File: src/design/vref_pkg.sv
// Package: register map, field layout, reset values and timing for the reference control block
package vref_pkg;

  // ------------------------------------------------------------
  // Register offsets on the local register port
  // ------------------------------------------------------------
  localparam int ADDR_W = 2;
  localparam logic [1:0] OFF_FIXED_REFERENCE_CONTROL = 2'h0;
  localparam logic [1:0] OFF_DAC_CONTROL = 2'h1;
  localparam logic [1:0] OFF_DAC_LEVEL_SELECT = 2'h2;

  // ------------------------------------------------------------
  // Field positions
  // ------------------------------------------------------------
  localparam int BIT_FIXED_REF_ENABLE = 7;
  localparam int BIT_FIXED_REF_STABLE = 6;
  localparam int BIT_DAC_ENABLE = 7;
  localparam int BIT_DAC_LPS = 6;
  localparam int BIT_DAC_PIN_OE = 5;
  localparam int BIT_DAC_NSS = 0;
  localparam int LEVEL_W = 5;
  localparam int TAP_W = 6;

  // ------------------------------------------------------------
  // Reset values and writable masks
  // ------------------------------------------------------------
  localparam logic [7:0] RST_FIXED_REFERENCE_CONTROL = 8'h10;
  localparam logic [7:0] RST_DAC_CONTROL = 8'h00;
  localparam logic [7:0] RST_DAC_LEVEL_SELECT = 8'h00;
  localparam logic [7:0] WMASK_FIXED_REFERENCE_CONTROL = 8'hb0;
  localparam logic [7:0] WMASK_DAC_CONTROL = 8'hed;
  localparam logic [7:0] WMASK_DAC_LEVEL_SELECT = 8'h1f;

  // ------------------------------------------------------------
  // Source and gain encodings
  // ------------------------------------------------------------
  localparam logic [1:0] PSS_SUPPLY = 2'h0;
  localparam logic [1:0] PSS_EXT_POS = 2'h1;
  localparam logic [1:0] PSS_FIXED_REF = 2'h2;
  localparam logic [1:0] GAIN_X1 = 2'h1;
  localparam logic [1:0] GAIN_X2 = 2'h2;
  localparam logic [1:0] GAIN_X4 = 2'h3;
  localparam logic [5:0] TAP_FULL = 6'h20;

  // ------------------------------------------------------------
  // Timing
  // ------------------------------------------------------------
  localparam int CLOCK_MHZ = 25;
  localparam int FIXED_REF_SETTLE_NS = 25000;
  localparam int FIXED_REF_SETTLE_CYC = (FIXED_REF_SETTLE_NS * CLOCK_MHZ + 999) / 1000;
  localparam int SETTLE_CNT_W = 16;

  // ------------------------------------------------------------
  // Register layouts
  // ------------------------------------------------------------
  typedef struct packed {
    logic enable;
    logic stable;
    logic [1:0] gain;
    logic [3:0] unused;
  } fixed_ref_ctrl_t;

  typedef struct packed {
    logic enable;
    logic low_power_state;
    logic pin_output_enable;
    logic unused4;
    logic [1:0] positive_source;
    logic unused1;
    logic negative_source;
  } dac_ctrl_t;

  typedef struct packed {
    logic [2:0] unused;
    logic [4:0] code;
  } dac_level_t;

endpackage : vref_pkg

File: src/design/sync_two_flop.sv
// Two-flop synchroniser for levels entering the register clock domain
`timescale 1ns/1ps
module sync_two_flop #(
  parameter int W = 1
) (
  input wire logic clk,
  input wire logic rst_b,
  input wire logic [W-1:0] d,
  output logic [W-1:0] q
);

  logic [W-1:0] meta_r;
  logic [W-1:0] q_r;

  // First stage feeds only the second stage
  always_ff @(posedge clk or negedge rst_b) begin
    if (!rst_b) begin
      meta_r <= '0;
      q_r <= '0;
    end else begin
      meta_r <= d;
      q_r <= meta_r;
    end
  end

  assign q = q_r;

endmodule : sync_two_flop

File: src/design/masked_reg.sv
// Byte register with a writable mask; unwritable bits stay zero
`timescale 1ns/1ps
module masked_reg #(
  parameter logic [7:0] RESET_VAL = 8'h00,
  parameter logic [7:0] WMASK = 8'hff
) (
  input wire logic clk,
  input wire logic rst_b,
  input wire logic we,
  input wire logic [7:0] wdata,
  output logic [7:0] q
);

  logic [7:0] val_r;
  logic [7:0] val_nxt;

  // Masked bits never take a write, so they read back as zero
  always_comb begin
    val_nxt = val_r;
    if (we) begin
      val_nxt = wdata & WMASK;
    end
  end

  always_ff @(posedge clk or negedge rst_b) begin
    if (!rst_b) begin
      val_r <= RESET_VAL & WMASK;
    end else begin
      val_r <= val_nxt;
    end
  end

  assign q = val_r;

endmodule : masked_reg

File: src/design/voltage_reference_control_regs.sv
// Control registers and digital steering for the programmable and fixed voltage references
`timescale 1ns/1ps
module voltage_reference_control_regs
  import vref_pkg::*;
#(
  parameter int SETTLE_CYCLES = FIXED_REF_SETTLE_CYC
) (
  input wire logic CLOCK,
  input wire logic RST_B,
  input wire logic [ADDR_W-1:0] ADDR,
  input wire logic [7:0] WDATA,
  input wire logic WR,
  input wire logic RD,
  output logic [7:0] RDATA,
  input wire logic FIXED_REF_SETTLED,
  input wire logic PIN_DIN,
  input wire logic PORT_DOUT,
  input wire logic PORT_OE_B,
  input wire logic SLEEP,
  output logic DAC_ENABLE,
  output logic DAC_LOW_POWER_STATE_SELECT,
  output logic DAC_PIN_OUTPUT_ENABLE,
  output logic [1:0] DAC_POSITIVE_SOURCE_SELECT,
  output logic DAC_NEGATIVE_SOURCE_SELECT,
  output logic [LEVEL_W-1:0] DAC_LEVEL_CODE,
  output logic [TAP_W-1:0] DAC_TAP,
  output logic [2:0] DAC_POSITIVE_SOURCE_ONEHOT,
  output logic FIXED_REF_ENABLE,
  output logic [1:0] FIXED_REF_GAIN_SELECT,
  output logic [2:0] FIXED_REF_GAIN_ONEHOT,
  output logic PIN_ANALOG_CONNECT,
  output logic PIN_DOUT,
  output logic PIN_OE_B,
  output logic PIN_READ_DATA
);

  // ------------------------------------------------------------
  // Declarations
  // ------------------------------------------------------------
  logic we_fixed;
  logic we_dac;
  logic we_level;
  logic [7:0] fixed_raw;
  logic [7:0] dac_raw;
  logic [7:0] level_raw;
  fixed_ref_ctrl_t fixed_q;
  dac_ctrl_t dac_q;
  dac_level_t level_q;
  logic settled_sync;
  logic pin_din_sync;
  logic [SETTLE_CNT_W-1:0] settle_cnt_r;
  logic [SETTLE_CNT_W-1:0] settle_cnt_nxt;
  logic stable_r;
  logic stable_nxt;
  logic [7:0] rdata_r;
  logic [7:0] rdata_nxt;
  logic dac_en_r;
  logic dac_en_nxt;
  logic lps_r;
  logic lps_nxt;
  logic pin_oe_r;
  logic pin_oe_nxt;
  logic [1:0] pss_r;
  logic [1:0] pss_nxt;
  logic nss_r;
  logic nss_nxt;
  logic [LEVEL_W-1:0] code_r;
  logic [LEVEL_W-1:0] code_nxt;
  logic [TAP_W-1:0] tap_r;
  logic [TAP_W-1:0] tap_nxt;
  logic [2:0] pss_onehot_r;
  logic [2:0] pss_onehot_nxt;
  logic fref_en_r;
  logic fref_en_nxt;
  logic [1:0] gain_r;
  logic [1:0] gain_nxt;
  logic [2:0] gain_onehot_r;
  logic [2:0] gain_onehot_nxt;
  logic analog_conn_r;
  logic analog_conn_nxt;
  logic pin_dout_r;
  logic pin_dout_nxt;
  logic pin_oe_b_r;
  logic pin_oe_b_nxt;
  logic pin_rd_r;
  logic pin_rd_nxt;

  localparam logic [SETTLE_CNT_W-1:0] SETTLE_LAST = SETTLE_CNT_W'(SETTLE_CYCLES);

  // ------------------------------------------------------------
  // Register file
  // ------------------------------------------------------------
  // Write decode; the bus never waits, so a strobe lands in its own cycle
  assign we_fixed = WR && (ADDR == OFF_FIXED_REFERENCE_CONTROL);
  assign we_dac = WR && (ADDR == OFF_DAC_CONTROL);
  assign we_level = WR && (ADDR == OFF_DAC_LEVEL_SELECT);

  // Only the async reset clears these; a sleep input has no path in, so wake keeps them
  masked_reg #(
    .RESET_VAL(RST_FIXED_REFERENCE_CONTROL),
    .WMASK(WMASK_FIXED_REFERENCE_CONTROL)
  ) u_fixed_reg (
    .clk(CLOCK),
    .rst_b(RST_B),
    .we(we_fixed),
    .wdata(WDATA),
    .q(fixed_raw)
  );

  // Bits 4 and 1 are masked off
  masked_reg #(
    .RESET_VAL(RST_DAC_CONTROL),
    .WMASK(WMASK_DAC_CONTROL)
  ) u_dac_reg (
    .clk(CLOCK),
    .rst_b(RST_B),
    .we(we_dac),
    .wdata(WDATA),
    .q(dac_raw)
  );

  // Code kept right-justified, upper three bits masked
  masked_reg #(
    .RESET_VAL(RST_DAC_LEVEL_SELECT),
    .WMASK(WMASK_DAC_LEVEL_SELECT)
  ) u_level_reg (
    .clk(CLOCK),
    .rst_b(RST_B),
    .we(we_level),
    .wdata(WDATA),
    .q(level_raw)
  );

  assign fixed_q = fixed_ref_ctrl_t'(fixed_raw);
  assign dac_q = dac_ctrl_t'(dac_raw);
  assign level_q = dac_level_t'(level_raw);

  // ------------------------------------------------------------
  // Synchronisers for the analog settle flag and the pad input
  // ------------------------------------------------------------
  sync_two_flop #(
    .W(1)
  ) u_settled_sync (
    .clk(CLOCK),
    .rst_b(RST_B),
    .d(FIXED_REF_SETTLED),
    .q(settled_sync)
  );

  sync_two_flop #(
    .W(1)
  ) u_pin_sync (
    .clk(CLOCK),
    .rst_b(RST_B),
    .d(PIN_DIN),
    .q(pin_din_sync)
  );

  // ------------------------------------------------------------
  // Fixed reference settling
  // ------------------------------------------------------------
  // The flag needs both a minimum on-time and the analog settled level, so a
  // slow or missing analog indication can never report early
  always_comb begin
    settle_cnt_nxt = settle_cnt_r;
    stable_nxt = 1'b0;
    if (!fixed_q.enable) begin
      settle_cnt_nxt = '0;
    end else if (settle_cnt_r != SETTLE_LAST) begin
      settle_cnt_nxt = settle_cnt_r + SETTLE_CNT_W'(1);
    end
    if (fixed_q.enable && (settle_cnt_r == SETTLE_LAST) && settled_sync) begin
      stable_nxt = 1'b1;
    end
  end

  always_ff @(posedge CLOCK or negedge RST_B) begin
    if (!RST_B) begin
      settle_cnt_r <= '0;
      stable_r <= 1'b0;
    end else begin
      settle_cnt_r <= settle_cnt_nxt;
      stable_r <= stable_nxt;
    end
  end

  // ------------------------------------------------------------
  // Read path
  // ------------------------------------------------------------
  // Data stands only in the cycle after the read strobe; unmapped reads zero
  always_comb begin
    rdata_nxt = 8'h00;
    if (RD) begin
      case (ADDR)
        OFF_FIXED_REFERENCE_CONTROL: begin
          rdata_nxt = fixed_raw;
          rdata_nxt[BIT_FIXED_REF_STABLE] = stable_r && fixed_q.enable;
        end
        OFF_DAC_CONTROL: begin
          rdata_nxt = dac_raw;
        end
        OFF_DAC_LEVEL_SELECT: begin
          rdata_nxt = level_raw;
        end
        default: begin
          rdata_nxt = 8'h00;
        end
      endcase
    end
  end

  always_ff @(posedge CLOCK or negedge RST_B) begin
    if (!RST_B) begin
      rdata_r <= 8'h00;
    end else begin
      rdata_r <= rdata_nxt;
    end
  end

  // ------------------------------------------------------------
  // DAC steering
  // ------------------------------------------------------------
  // Tap counts in 1/32 steps of the span; TAP_FULL means the positive rail.
  // Reserved positive code 11 selects no source at all rather than a guess.
  always_comb begin
    dac_en_nxt = dac_q.enable;
    lps_nxt = dac_q.low_power_state;
    pin_oe_nxt = dac_q.pin_output_enable;
    pss_nxt = dac_q.positive_source;
    nss_nxt = dac_q.negative_source;
    code_nxt = level_q.code;
    if (dac_q.enable) begin
      tap_nxt = {1'b0, level_q.code};
    end else if (dac_q.low_power_state) begin
      tap_nxt = TAP_FULL;
    end else begin
      tap_nxt = '0;
    end
    case (dac_q.positive_source)
      PSS_SUPPLY: begin
        pss_onehot_nxt = 3'h1;
      end
      PSS_EXT_POS: begin
        pss_onehot_nxt = 3'h2;
      end
      PSS_FIXED_REF: begin
        pss_onehot_nxt = 3'h4;
      end
      default: begin
        pss_onehot_nxt = 3'h0;
      end
    endcase
  end

  // ------------------------------------------------------------
  // Fixed reference steering
  // ------------------------------------------------------------
  // Reserved gain 00 leaves every gain leg off
  always_comb begin
    fref_en_nxt = fixed_q.enable;
    gain_nxt = fixed_q.gain;
    case (fixed_q.gain)
      GAIN_X1: begin
        gain_onehot_nxt = 3'h1;
      end
      GAIN_X2: begin
        gain_onehot_nxt = 3'h2;
      end
      GAIN_X4: begin
        gain_onehot_nxt = 3'h4;
      end
      default: begin
        gain_onehot_nxt = 3'h0;
      end
    endcase
  end

  // ------------------------------------------------------------
  // Shared pin
  // ------------------------------------------------------------
  // In reference mode the port driver is released and the digital read is
  // forced low, so the analog level never reaches the input detector
  always_comb begin
    analog_conn_nxt = dac_q.pin_output_enable;
    if (dac_q.pin_output_enable) begin
      pin_dout_nxt = 1'b0;
      pin_oe_b_nxt = 1'b1;
      pin_rd_nxt = 1'b0;
    end else begin
      pin_dout_nxt = PORT_DOUT;
      pin_oe_b_nxt = PORT_OE_B;
      pin_rd_nxt = pin_din_sync;
    end
  end

  // Output flops; reset leaves both references off and the pin disconnected
  always_ff @(posedge CLOCK or negedge RST_B) begin
    if (!RST_B) begin
      dac_en_r <= 1'b0;
      lps_r <= 1'b0;
      pin_oe_r <= 1'b0;
      pss_r <= 2'h0;
      nss_r <= 1'b0;
      code_r <= '0;
      tap_r <= '0;
      pss_onehot_r <= 3'h1;
      fref_en_r <= 1'b0;
      gain_r <= 2'h1;
      gain_onehot_r <= 3'h1;
      analog_conn_r <= 1'b0;
      pin_dout_r <= 1'b0;
      pin_oe_b_r <= 1'b1;
      pin_rd_r <= 1'b0;
    end else begin
      dac_en_r <= dac_en_nxt;
      lps_r <= lps_nxt;
      pin_oe_r <= pin_oe_nxt;
      pss_r <= pss_nxt;
      nss_r <= nss_nxt;
      code_r <= code_nxt;
      tap_r <= tap_nxt;
      pss_onehot_r <= pss_onehot_nxt;
      fref_en_r <= fref_en_nxt;
      gain_r <= gain_nxt;
      gain_onehot_r <= gain_onehot_nxt;
      analog_conn_r <= analog_conn_nxt;
      pin_dout_r <= pin_dout_nxt;
      pin_oe_b_r <= pin_oe_b_nxt;
      pin_rd_r <= pin_rd_nxt;
    end
  end

  // ------------------------------------------------------------
  // Outputs
  // ------------------------------------------------------------
  // SLEEP is accepted for completeness only; the registers ignore it
  assign RDATA = rdata_r;
  assign DAC_ENABLE = dac_en_r;
  assign DAC_LOW_POWER_STATE_SELECT = lps_r;
  assign DAC_PIN_OUTPUT_ENABLE = pin_oe_r;
  assign DAC_POSITIVE_SOURCE_SELECT = pss_r;
  assign DAC_NEGATIVE_SOURCE_SELECT = nss_r;
  assign DAC_LEVEL_CODE = code_r;
  assign DAC_TAP = tap_r;
  assign DAC_POSITIVE_SOURCE_ONEHOT = pss_onehot_r;
  assign FIXED_REF_ENABLE = fref_en_r;
  assign FIXED_REF_GAIN_SELECT = gain_r;
  assign FIXED_REF_GAIN_ONEHOT = gain_onehot_r;
  assign PIN_ANALOG_CONNECT = analog_conn_r;
  assign PIN_DOUT = pin_dout_r;
  assign PIN_OE_B = pin_oe_b_r;
  assign PIN_READ_DATA = pin_rd_r;

endmodule : voltage_reference_control_regs

File: config.mk
export PLATFORM = sky130hd
export DESIGN_NAME = voltage_reference_control_regs
export DESIGN_NICKNAME = d
export VERILOG_FILES = /design/src/design/vref_pkg.sv /design/src/design/sync_two_flop.sv /design/src/design/masked_reg.sv /design/src/design/voltage_reference_control_regs.sv
export SDC_FILE = /design/constraint.sdc
export NUM_CORES = 1
export LEC_CHECK = 0
export BUFFER_PORTS_ARGS = -buffer_cell sky130_fd_sc_hd__clkbuf_2
export CAP_MARGIN = 20
export CORE_ASPECT_RATIO = 0.7
export CORE_MARGIN = 2
export CORE_UTILIZATION = 40
export DETAILED_ROUTE_END_ITERATION = 6
export GPL_ROUTABILITY_DRIVEN = 0
export SYNTH_ARGS = -nofsm -noshare
export SYNTH_HDL_FRONTEND = slang
export SYNTH_SLANG_ARGS = --single-unit
File: constraint.sdc
create_clock -name CLOCK -period 2.1 [get_ports CLOCK]
set_input_delay 0.315 -clock CLOCK [delete_from_list [all_inputs] [get_ports CLOCK]]
set_output_delay 0.315 -clock CLOCK [all_outputs]
set_load 0.005 [all_outputs]
==> results of run 1 <==
[how the worst max path moves through the flow]
stage,from,end,slack [ns],depth (start not counted)
after floorplan,settle_cnt_r[13],settle_cnt_r[1],0.56,3
after CTS,settle_cnt_r[13],settle_cnt_r[1],0.41,3
final,settle_cnt_r[13],settle_cnt_r[1],0.44,3
after global routing,settle_cnt_r[0],settle_cnt_r[14],0.24,4
after global placement,settle_cnt_r[13],settle_cnt_r[1],0.48,3
after detailed placement,settle_cnt_r[13],settle_cnt_r[1],0.43,3
[repair_timing]
action                     4_1_cts  5_1_grt
setup endpoints to repair        0        0
hold buffers                     1        0
hold endpoints to repair         2        0
[layout by cell type (no fill, tap or decap), types with 2 or more instances in the layout]
master / n
or4b_4: 2
nor4_1: 4
clkinv_2: 2
mux2i_1: 8
nand3_1: 5
inv_1: 6
or4_1: 2
o31ai_1: 3
nand2b_1: 8
clkbuf_2: 54
nand4_1: 5
a21oi_1: 6
dfrtp_1: 67
nor2b_1: 13
or3_1: 3
nor3b_1: 2
o41ai_1: 2
dfstp_2: 5
o311ai_0: 2
o21ai_0: 4
mux2_2: 13
ha_1: 2
nand2_1: 12
bufinv_16: 2
and2_1: 6
nand3b_1: 2
a22oi_1: 4
clkbuf_8: 9
nor2_1: 6
[power by group]
part	switching, W	internal (W)	total [W]	leakage [nW]
clock	0.000516	0.000670	0.00119	0.110
combinational	0.000167	0.000197	0.000364	0.507
sequential	0.000125	0.00157	0.00170	0.907
[cell families after synthesis]
family | synth area share
AND/OR/NAND/NOR | 0.174
flip-flops | 0.660
AO/OA/AOI/OAI | 0.0502
multiplexers | 0.0826
buffers and inverters | 0.0183
XOR/XNOR | 0.00639
adder cells (fa/ha/maj) | 0.00913
[area by class of cell]
cell class / count / area share
Clock buffer: 9 / 0.0368
Clock inverter: 7 / 0.0283
Inverter: 6 / 0.00670
Multi-Input combinational cell: 122 / 0.263
Sequential cell: 72 / 0.538
Tap cell: 94 / 0.0350
Timing Repair Buffer: 58 / 0.0930
[per-stage QoR]
step / area [sq um] / utilization / cells / hold slack (ns) / setup WS [ns]
CTS: 3360 / 0.502 / 368 / 0.0628 / 0.412
finish: 3360 / 0.502 / 368 / 0.0825 / 0.440
global placement: 3130 / 0.468 / 351 / 0.335 / 0.476
floorplan: 2740 / - / 204 / 0.0194 / 0.563
global route: 3360 / 0.502 / 368 / 0.0683 / 0.235
detailed placement: 3130 / 0.468 / 351 / 0.342 / 0.427
[flip-flops by register name (all words and copies together), names as in the netlist, 2 cells and up]
signal / count
FIXED_REF_GAIN_ONEHOT: 3
DAC_LEVEL_CODE: 5
u_level_reg.q: 5
DAC_POSITIVE_SOURCE_ONEHOT: 3
DAC_TAP: 6
u_dac_reg.q: 6
DAC_POSITIVE_SOURCE_SELECT: 2
RDATA: 8
FIXED_REF_GAIN_SELECT: 2
settle_cnt_r: 16
u_fixed_reg.q: 3
[critical path: stages, from the launching register on]
cell and delay (ns):
dfrtp_1 0.42, or4_4 0.58, nor4_4 0.34, mux2i_1 0.24
[metal layers]
| metal | GRT usage | share of wire | vias up | wire (microns) |
|---|---|---|---|---|
| met5 | 0 | 0 | - | 0 |
| met2 | 0.193 | 0.39 | 59 | 2030 |
| met3 | 0.0599 | 0.067 | 5 | 344 |
| met4 | 0.0482 | 0.0068 | 0 | 35 |
| met1 | 0.234 | 0.53 | 855 | 2760 |
| li1 | - | - | 853 | - |
==> results.json, run 1 <==
{
  "multi_input_area_sq_um": 883,
  "leakagePower_nw": 1.52,
  "power_w": 0.00325,
  "synthToLayoutAreaGrowth_pct": 22.7,
  "drt_iter0_markers": 87,
  "synth_most_common_cell": "dfrtp_1",
  "rrSetupSlack_ns": 0.44,
  "status": "finished, final reports clean",
  "cts_tree": "done",
  "min_delay_path_depth": 1,
  "antenna_cells": 0,
  "post-dp-hpwl_microns": 3670,
  "hold_start": "FIXED_REF_SETTLED",
  "syn_nets": 225,
  "reg2reg_depth": 3,
  "drv_cap": 0,
  "pin_count": 57,
  "synth_edf_count": 0,
  "synthFlopType": "dfrtp_1",
  "start_util": 0.410,
  "syn-cell-area_sq_mm": 0.00274,
  "fill_cells": 632,
  "final_max_slew_viol_count": 0,
  "numCtsBuffers": 9,
  "post_cts_buffers": 0,
  "hold_end": "u_settled_sync.meta_r",
  "fp.dieArea_sq_mm": 0.00754,
  "ir_drop_uv": 443,
  "fp.dieH_microns": 73.3,
  "cp.arrival_ns": 1.91,
  "yosys-top-cells-area": "dfrtp_1 (61%), mux2_2 (5.3%), dfstp_2 (4.8%)",
  "wl_microns": 5170,
  "clk_pin_slew_ns": 0.07,
  "r2r_end": "settle_cnt_r[1]",
  "synthCells": 204,
  "rsz0062_at_grt": "no",
  "slew-limit-headroom": 0.656,
  "synth_warnings": 0,
  "yosysTopAreaCellShare": 0.612,
  "route.detailed.drc": 0,
  "clk_path_buf_depth": 2,
  "clockRootBuffer": "clkbuf_8",
  "via_per_inst": 4.82,
  "tns_ns": 0,
  "endpoint_kind": "flop",
  "drive_gt1_frac": 0.354,
  "die_w_microns": 103,
  "yosys.area.top_type": "dfrtp_1",
  "yosys-top-cells-count": "dfrtp_1 (67), mux2_2 (13), nor2b_1 (13), nand2_1 (12)",
  "io_buffers": 55,
  "ys_seq_elements": 72,
  "synthArstFlopShare": 1.00,
  "hold_class": "input pin to flop",
  "layout_min_cycle_time_ns": 1.66,
  "setup_violations": 0,
  "reg2reg_from": "settle_cnt_r[13]",
  "cp.required_ns": 2.35,
  "grt_max_degree": 73,
  "wl_per_cell_microns": 14.0,
  "yosysSeqAreaShare": 0.660,
  "finalHoldViolCount": 0,
  "ant_nets": 0,
  "ys_types": 37,
  "ctsHtreeMaxLevel": 3,
  "crit_path_start_kind": "flop",
  "critPathKind": "flop to flop",
  "antenna_found_initial": 0,
  "core_sq_mm": 0.00669,
  "clk_latency_ns": 0.34,
  "grt_pass1_vias": 1664,
  "p_per_area_mw_per_mm2": 965,
  "grt.total_usage": 0.152,
  "cp_max_fo": 4,
  "postCtsResizedCells": 0,
  "seqCellArea_sq_mm": 0.00181,
  "cts.sinks": 72,
  "fin_crit_sh": 0.790,
  "final_nets": 290,
  "skew_ns": 0.00411,
  "dr_total_vias": 1772,
  "grt_first_pass_wirelength_microns": 8440,
  "rows": 25,
  "syn_area_per_cell_sq_um": 13.4,
  "fmax_ghz": 0.602,
  "worst_pin_slew_ns": 0.515,
  "grt_overflow": 0,
  "drtPass1Iterations": 4
}
No activity file was read; power rests on OpenSTA's default activity.
==> run 2: changes to the inputs <==
clock period = 1.7 ns   (was 2.1 ns; I/O delays follow)
==> run 2 against run 1 <==
Compared with the run above: wire length increased by 5.0%; utilization up 1.4 points; die area unchanged; worst setup slack got worse by 0.38 ns; highest routed layer unchanged; hold slack better by 0.017 ns; flip-flop and latch count unchanged; clock power is 25% higher; largest power group unchanged.
==> results.json, run 2 (synthesized netlist as in run 1, its figures left out) <==
{
  "reg2reg_from": "settle_cnt_r[1]",
  "clk_path_buf_depth": 2,
  "final_cell_mix": "dfrtp_1 (67), clkbuf_2 (54), nor2b_1 (13), mux2_2 (13), nand2_1 (12)",
  "hold_start": "PORT_OE_B",
  "post_cts_buffers": 0,
  "holdWs_ns": 0.0994,
  "worst_pin_slew_ns": 0.469,
  "slew-limit-headroom": 0.684,
  "setup_violations": 0,
  "finalHoldViolCount": 0,
  "crit_buf_inv": 1,
  "io_buffers": 55,
  "rrSetupSlack_ns": 0.06,
  "antenna_cells": 0,
  "die_w_microns": 103,
  "hold_end": "PIN_OE_B",
  "cpPeakStageDelay_ns": 0.48,
  "numCtsBuffers": 9,
  "clk_pin_slew_ns": 0.08,
  "wl_per_cell_microns": 14.3,
  "final_max_slew_viol_count": 0,
  "dr_total_vias": 1814,
  "route.detailed.drc": 0,
  "fmax_ghz": 0.610,
  "crit_path_start_kind": "flop",
  "ctsHtreeMaxLevel": 3,
  "layout_min_cycle_time_ns": 1.64,
  "cp_max_fo": 5,
  "p_clk_frac": 0.369,
  "p_per_area_mw_per_mm2": 1170,
  "min_delay_path_depth": 2,
  "pwr-share-seq": 0.517,
  "rows": 25,
  "hold_class": "input pin to flop",
  "rsz0062_at_grt": "yes",
  "clk_latency_ns": 0.35,
  "start_util": 0.410,
  "crit_chain": "inv_1, ha_1, or4b_4, nor4_4, mux2i_1",
  "status": "finished, final reports clean",
  "p_int_w": 0.00302,
  "core_sq_mm": 0.00669,
  "drive_gt1_frac": 0.371,
  "regMostFlops": "settle_cnt_r",
  "critPathKind": "flop to flop",
  "ant_nets": 0,
  "cts.sinks": 72,
  "wl_microns": 5420,
  "ir_drop_uv": 693,
  "reg2reg_depth": 5,
  "drv_cap": 0,
  "post-dp-hpwl_microns": 3880,
  "power_w": 0.00404,
  "synthToLayoutAreaGrowth_pct": 26.2,
  "r2r_end": "settle_cnt_r[1]",
  "fp.dieArea_sq_mm": 0.00754,
  "via_per_inst": 4.77,
  "endpoint_kind": "flop",
  "cp.required_ns": 1.98,
  "final_nets": 302,
  "pin_count": 57,
  "grt_overflow": 0,
  "drtPass1Iterations": 4,
  "switching_share": 0.252,
  "cp.arrival_ns": 1.92,
  "layout_commonest_cell": "dfrtp_1",
  "leakagePower_nw": 1.58,
  "cp_slowest_cell": "or4b_4",
  "cp_top_family": "simple AND/OR/NAND/NOR gates",
  "worst_slack_ns": 0.0605,
  "grt_first_pass_wirelength_microns": 8870,
  "drt_iter0_markers": 120,
  "p_sw_w": 0.00102,
  "fin_crit_sh": 0.964,
  "fill_cells": 610,
  "largest_reg_flops": 16,
  "fp.dieH_microns": 73.3,
  "power_frac_comb": 0.115,
  "clockRootBuffer": "clkbuf_8",
  "cts_tree": "done",
  "antenna_found_initial": 0,
  "grt.total_usage": 0.160,
  "skew_ns": 0.00880,
  "pre_cts_ws_ns": 0.0700,
  "grt_pass1_vias": 1699,
  "grt_max_degree": 45
}
## run 2: cell types whose count changed in the layout (fill, tap and decap cells not counted), sizes merged
cell / change
clkinvlp: +1
clkbuf: +1
clkinv: -2
dlygate4sd3: +2
buf: +10
## run 2: layer usage
| metal | vias to the layer above | track usage | wire [microns] | share of wire |
|---|---|---|---|---|
| met5 | - | 0 | 0 | 0 |
| met4 | 0 | 0.0658 | 104 | 0.019 |
| met3 | 11 | 0.0533 | 318 | 0.059 |
| met2 | 57 | 0.193 | 2080 | 0.38 |
| met1 | 863 | 0.256 | 2920 | 0.54 |
| li1 | 883 | - | - | - |
## run 2: layout make-up
type / count / area [sq um] / area share
clock buffer: 10 / 128 / 0.0369
clock inverter: 6 / 92.6 / 0.0268
inverter: 6 / 22.5 / 0.00651
multi-input combinational: 122 / 883 / 0.255
sequential: 72 / 1810 / 0.523
tap: 94 / 118 / 0.0340
timing repair buffer: 70 / 408 / 0.118
## run 2: worst max-delay path by stage
stage,to,cells past startpoint,slack [ns],from
floorplan,settle_cnt_r[1],3,0.16,settle_cnt_r[13]
global placement,settle_cnt_r[1],5,0.1,settle_cnt_r[1]
detailed placement,settle_cnt_r[1],5,0.07,settle_cnt_r[1]
CTS,settle_cnt_r[1],5,0.03,settle_cnt_r[1]
global route,settle_cnt_r[1],5,-0.06,settle_cnt_r[1]
finish,settle_cnt_r[1],5,0.06,settle_cnt_r[1]
## run 2: power by group through the flow
stage                     Clock (W)  Sequential [W]  Combinational [W]
after floorplan                   0         0.00209           0.000220
after global placement            0         0.00212           0.000460
after detailed placement          0         0.00212           0.000468
after CTS                   0.00153         0.00209           0.000474
after global routing        0.00161         0.00213           0.000527
final                       0.00149         0.00209           0.000463
## run 2: what timing repair did
item                       4_1_cts  5_1_grt
hold endpoints to repair        17        0
setup endpoints to repair        0        2
hold buffers                     3        0
gates resized for setup          0        0
## run 2: worst reg2reg max path, stage by stage (launching register included)
cell	delay, ns
dfrtp_1	0.43
inv_1	0.07
ha_1	0.13
or4b_4	0.48
nor4_4	0.22
mux2i_1	0.23
## run 2: through the flow
stage / TNS (ns) / instance area [sq um] / utilization / instances
after floorplan: 0 / 2740 / - / 204
after global placement: 0 / 3210 / 0.479 / 361
after detailed placement: 0 / 3210 / 0.479 / 361
after CTS: 0 / 3460 / 0.517 / 380
after global routing: -0.0724 / 3460 / 0.517 / 380
final: 0 / 3460 / 0.517 / 380
==> run 3: changes to the inputs <==
SETUP_SLACK_MARGIN = 0.4   (was not set)
clock period = 1.97 ns   (was 1.7 ns; I/O delays follow)
==> run 3 against run 2 <==
Compared with the run above: clock power down 18%; final cell count up 0.79%; maximum frequency down 0.82%; global-route usage up 0.88 points; sequential share of layout area down 0.64 points; sequential power down 14%; wire length up 4.1%; clock skew up 0.00094 ns; critical path depth down 2; critical endpoint unchanged; largest cell class unchanged.
==> results.json, run 3 (synthesized netlist as in run 1, its figures left out) <==
{
  "endpoint_kind": "flop",
  "grt_max_degree": 30,
  "final_nets": 305,
  "antenna_found_initial": 0,
  "fin_crit_sh": 0.839,
  "fmax_ghz": 0.605,
  "crit_path_start_kind": "flop",
  "cp_max_fo": 3,
  "pin_count": 57,
  "postLayoutCellArea_sq_mm": 0.00351,
  "cts.sinks": 72,
  "cp.required_ns": 2.25,
  "wl_microns": 5650,
  "tns_ns": 0,
  "slew-limit-headroom": 0.608,
  "utilization": 0.524,
  "wl_per_cell_microns": 14.7,
  "critPathKind": "flop to flop",
  "largest_reg_flops": 16,
  "numCtsBuffers": 9,
  "start_util": 0.410,
  "dr_total_vias": 1869,
  "rows": 25,
  "place_area_sq_mm": 0.00316,
  "status": "finished, final reports clean",
  "cts_tree": "done",
  "hold_class": "input pin to flop",
  "drv_cap": 0,
  "grt_first_pass_wirelength_microns": 9360,
  "io_buffers": 55,
  "synthToLayoutAreaGrowth_pct": 27.9,
  "drive_gt1_frac": 0.408,
  "p_per_area_mw_per_mm2": 982,
  "fp.dieH_microns": 73.3,
  "clk_path_buf_depth": 2,
  "clk_latency_ns": 0.35,
  "layout_min_cycle_time_ns": 1.65,
  "fp.dieArea_sq_mm": 0.00754,
  "regMostFlops": "settle_cnt_r",
  "ctsHtreeMaxLevel": 3,
  "dpl.cell_count": 354,
  "final_max_slew_viol_count": 0,
  "grt_overflow": 0,
  "stdcell_count": 383,
  "rrSetupSlack_ns": 0.32,
  "rsz0062_at_grt": "yes",
  "worst_pin_slew_ns": 0.588,
  "core_sq_mm": 0.00669,
  "via_per_inst": 4.88,
  "final_cell_mix": "dfrtp_1 (65), clkbuf_2 (54), buf_4 (16)",
  "antenna_cells": 0,
  "drtPass1Iterations": 7,
  "finalHoldViolCount": 0,
  "grt_pass1_vias": 1843,
  "ir_drop_uv": 766,
  "post-dp-hpwl_microns": 3850,
  "clk_pin_slew_ns": 0.08,
  "cp.arrival_ns": 1.93,
  "ant_nets": 0,
  "fill_cells": 620,
  "grt.total_usage": 0.169,
  "drt_iter0_markers": 68,
  "clockRootBuffer": "clkbuf_8",
  "skew_ns": 0.00974,
  "leakagePower_nw": 1.60,
  "die_w_microns": 103,
  "layout_commonest_cell": "dfrtp_1",
  "route.detailed.drc": 0,
  "setup_violations": 0
}
[run 3: changes by cell type in the layout (fill, tap and decap cells not counted), moves of 2 or more]
cell	previous run	this run
buf_4	11	16
nor4_1	4	1
dfrtp_1	67	65
dfrtp_2	0	2
dlygate4sd3_1	3	1
inv_8	0	2
nor4_4	1	3
[run 3: worst max-delay path, cell delays in order (launching register included)]
cell	delay, ns
dfrtp_1	0.41
or4_4	0.57
nor4_4	0.38
mux2i_1	0.22
[run 3: through the flow]
stage,hold WS [ns],setup WS (ns),total power [W]
global route,0.0337,0.279,0.00363
CTS,0.0331,0.331,0.00348
detailed placement,0.336,0.300,0.00224
floorplan,-0.0000911,0.433,0.00200
finish,0.0466,0.317,0.00345
global placement,0.332,0.333,0.00223
[run 3: repair_timing]
action | CTS | global route
gates resized for setup | 4 | 4
buffers inserted | 10 | 2
setup endpoints to repair | 8 | 14
endpoints found under the hold margin | 21 | 0
pin swaps | 3 | 3
hold buffers | 1 | 0
[run 3: path summary, 6_finish.rpt]
path                                             from                  endpoint  cells past startpoint
max in group asynchronous                       RST_B  FIXED_REF_GAIN_ONEHOT[0]                      3
worst max-delay path                 settle_cnt_r[10]           settle_cnt_r[1]                      3
worst min-delay path                FIXED_REF_SETTLED     u_settled_sync.meta_r                      1
min in group asynchronous                       RST_B          u_level_reg.q[4]                      2
worst min register to register  u_settled_sync.meta_r          u_settled_sync.q                      0
worst max register to register       settle_cnt_r[10]           settle_cnt_r[1]                      3
[run 3: cell type report]
cell class | count | area [sq um] | share of cell area
Timing Repair Buffer | 73 | 425 | 0.121
Sequential cell | 72 | 1810 | 0.516
Tap cell | 94 | 118 | 0.0335
Multi-Input combinational cell | 122 | 922 | 0.263
Clock inverter | 7 | 85.1 | 0.0243
Inverter | 6 | 22.5 | 0.00642
Clock buffer | 9 | 124 | 0.0353
[run 3: metal layers]
metal	global-route usage	part of all wire	up-vias	wire length, microns
li1	-	-	886	-
met1	0.256	0.53	925	3000
met2	0.219	0.40	47	2240
met3	0.0609	0.053	11	299
met4	0.0687	0.020	0	113
met5	0	0	-	0
[run 3: where the power goes]
part	switching, W	internal, W	total [W]
Sequential	0.000128	0.00167	0.00180
Clock	0.000614	0.000610	0.00122
Combinational	0.000192	0.000226	0.000418
Total	0.000935	0.00251	0.00345
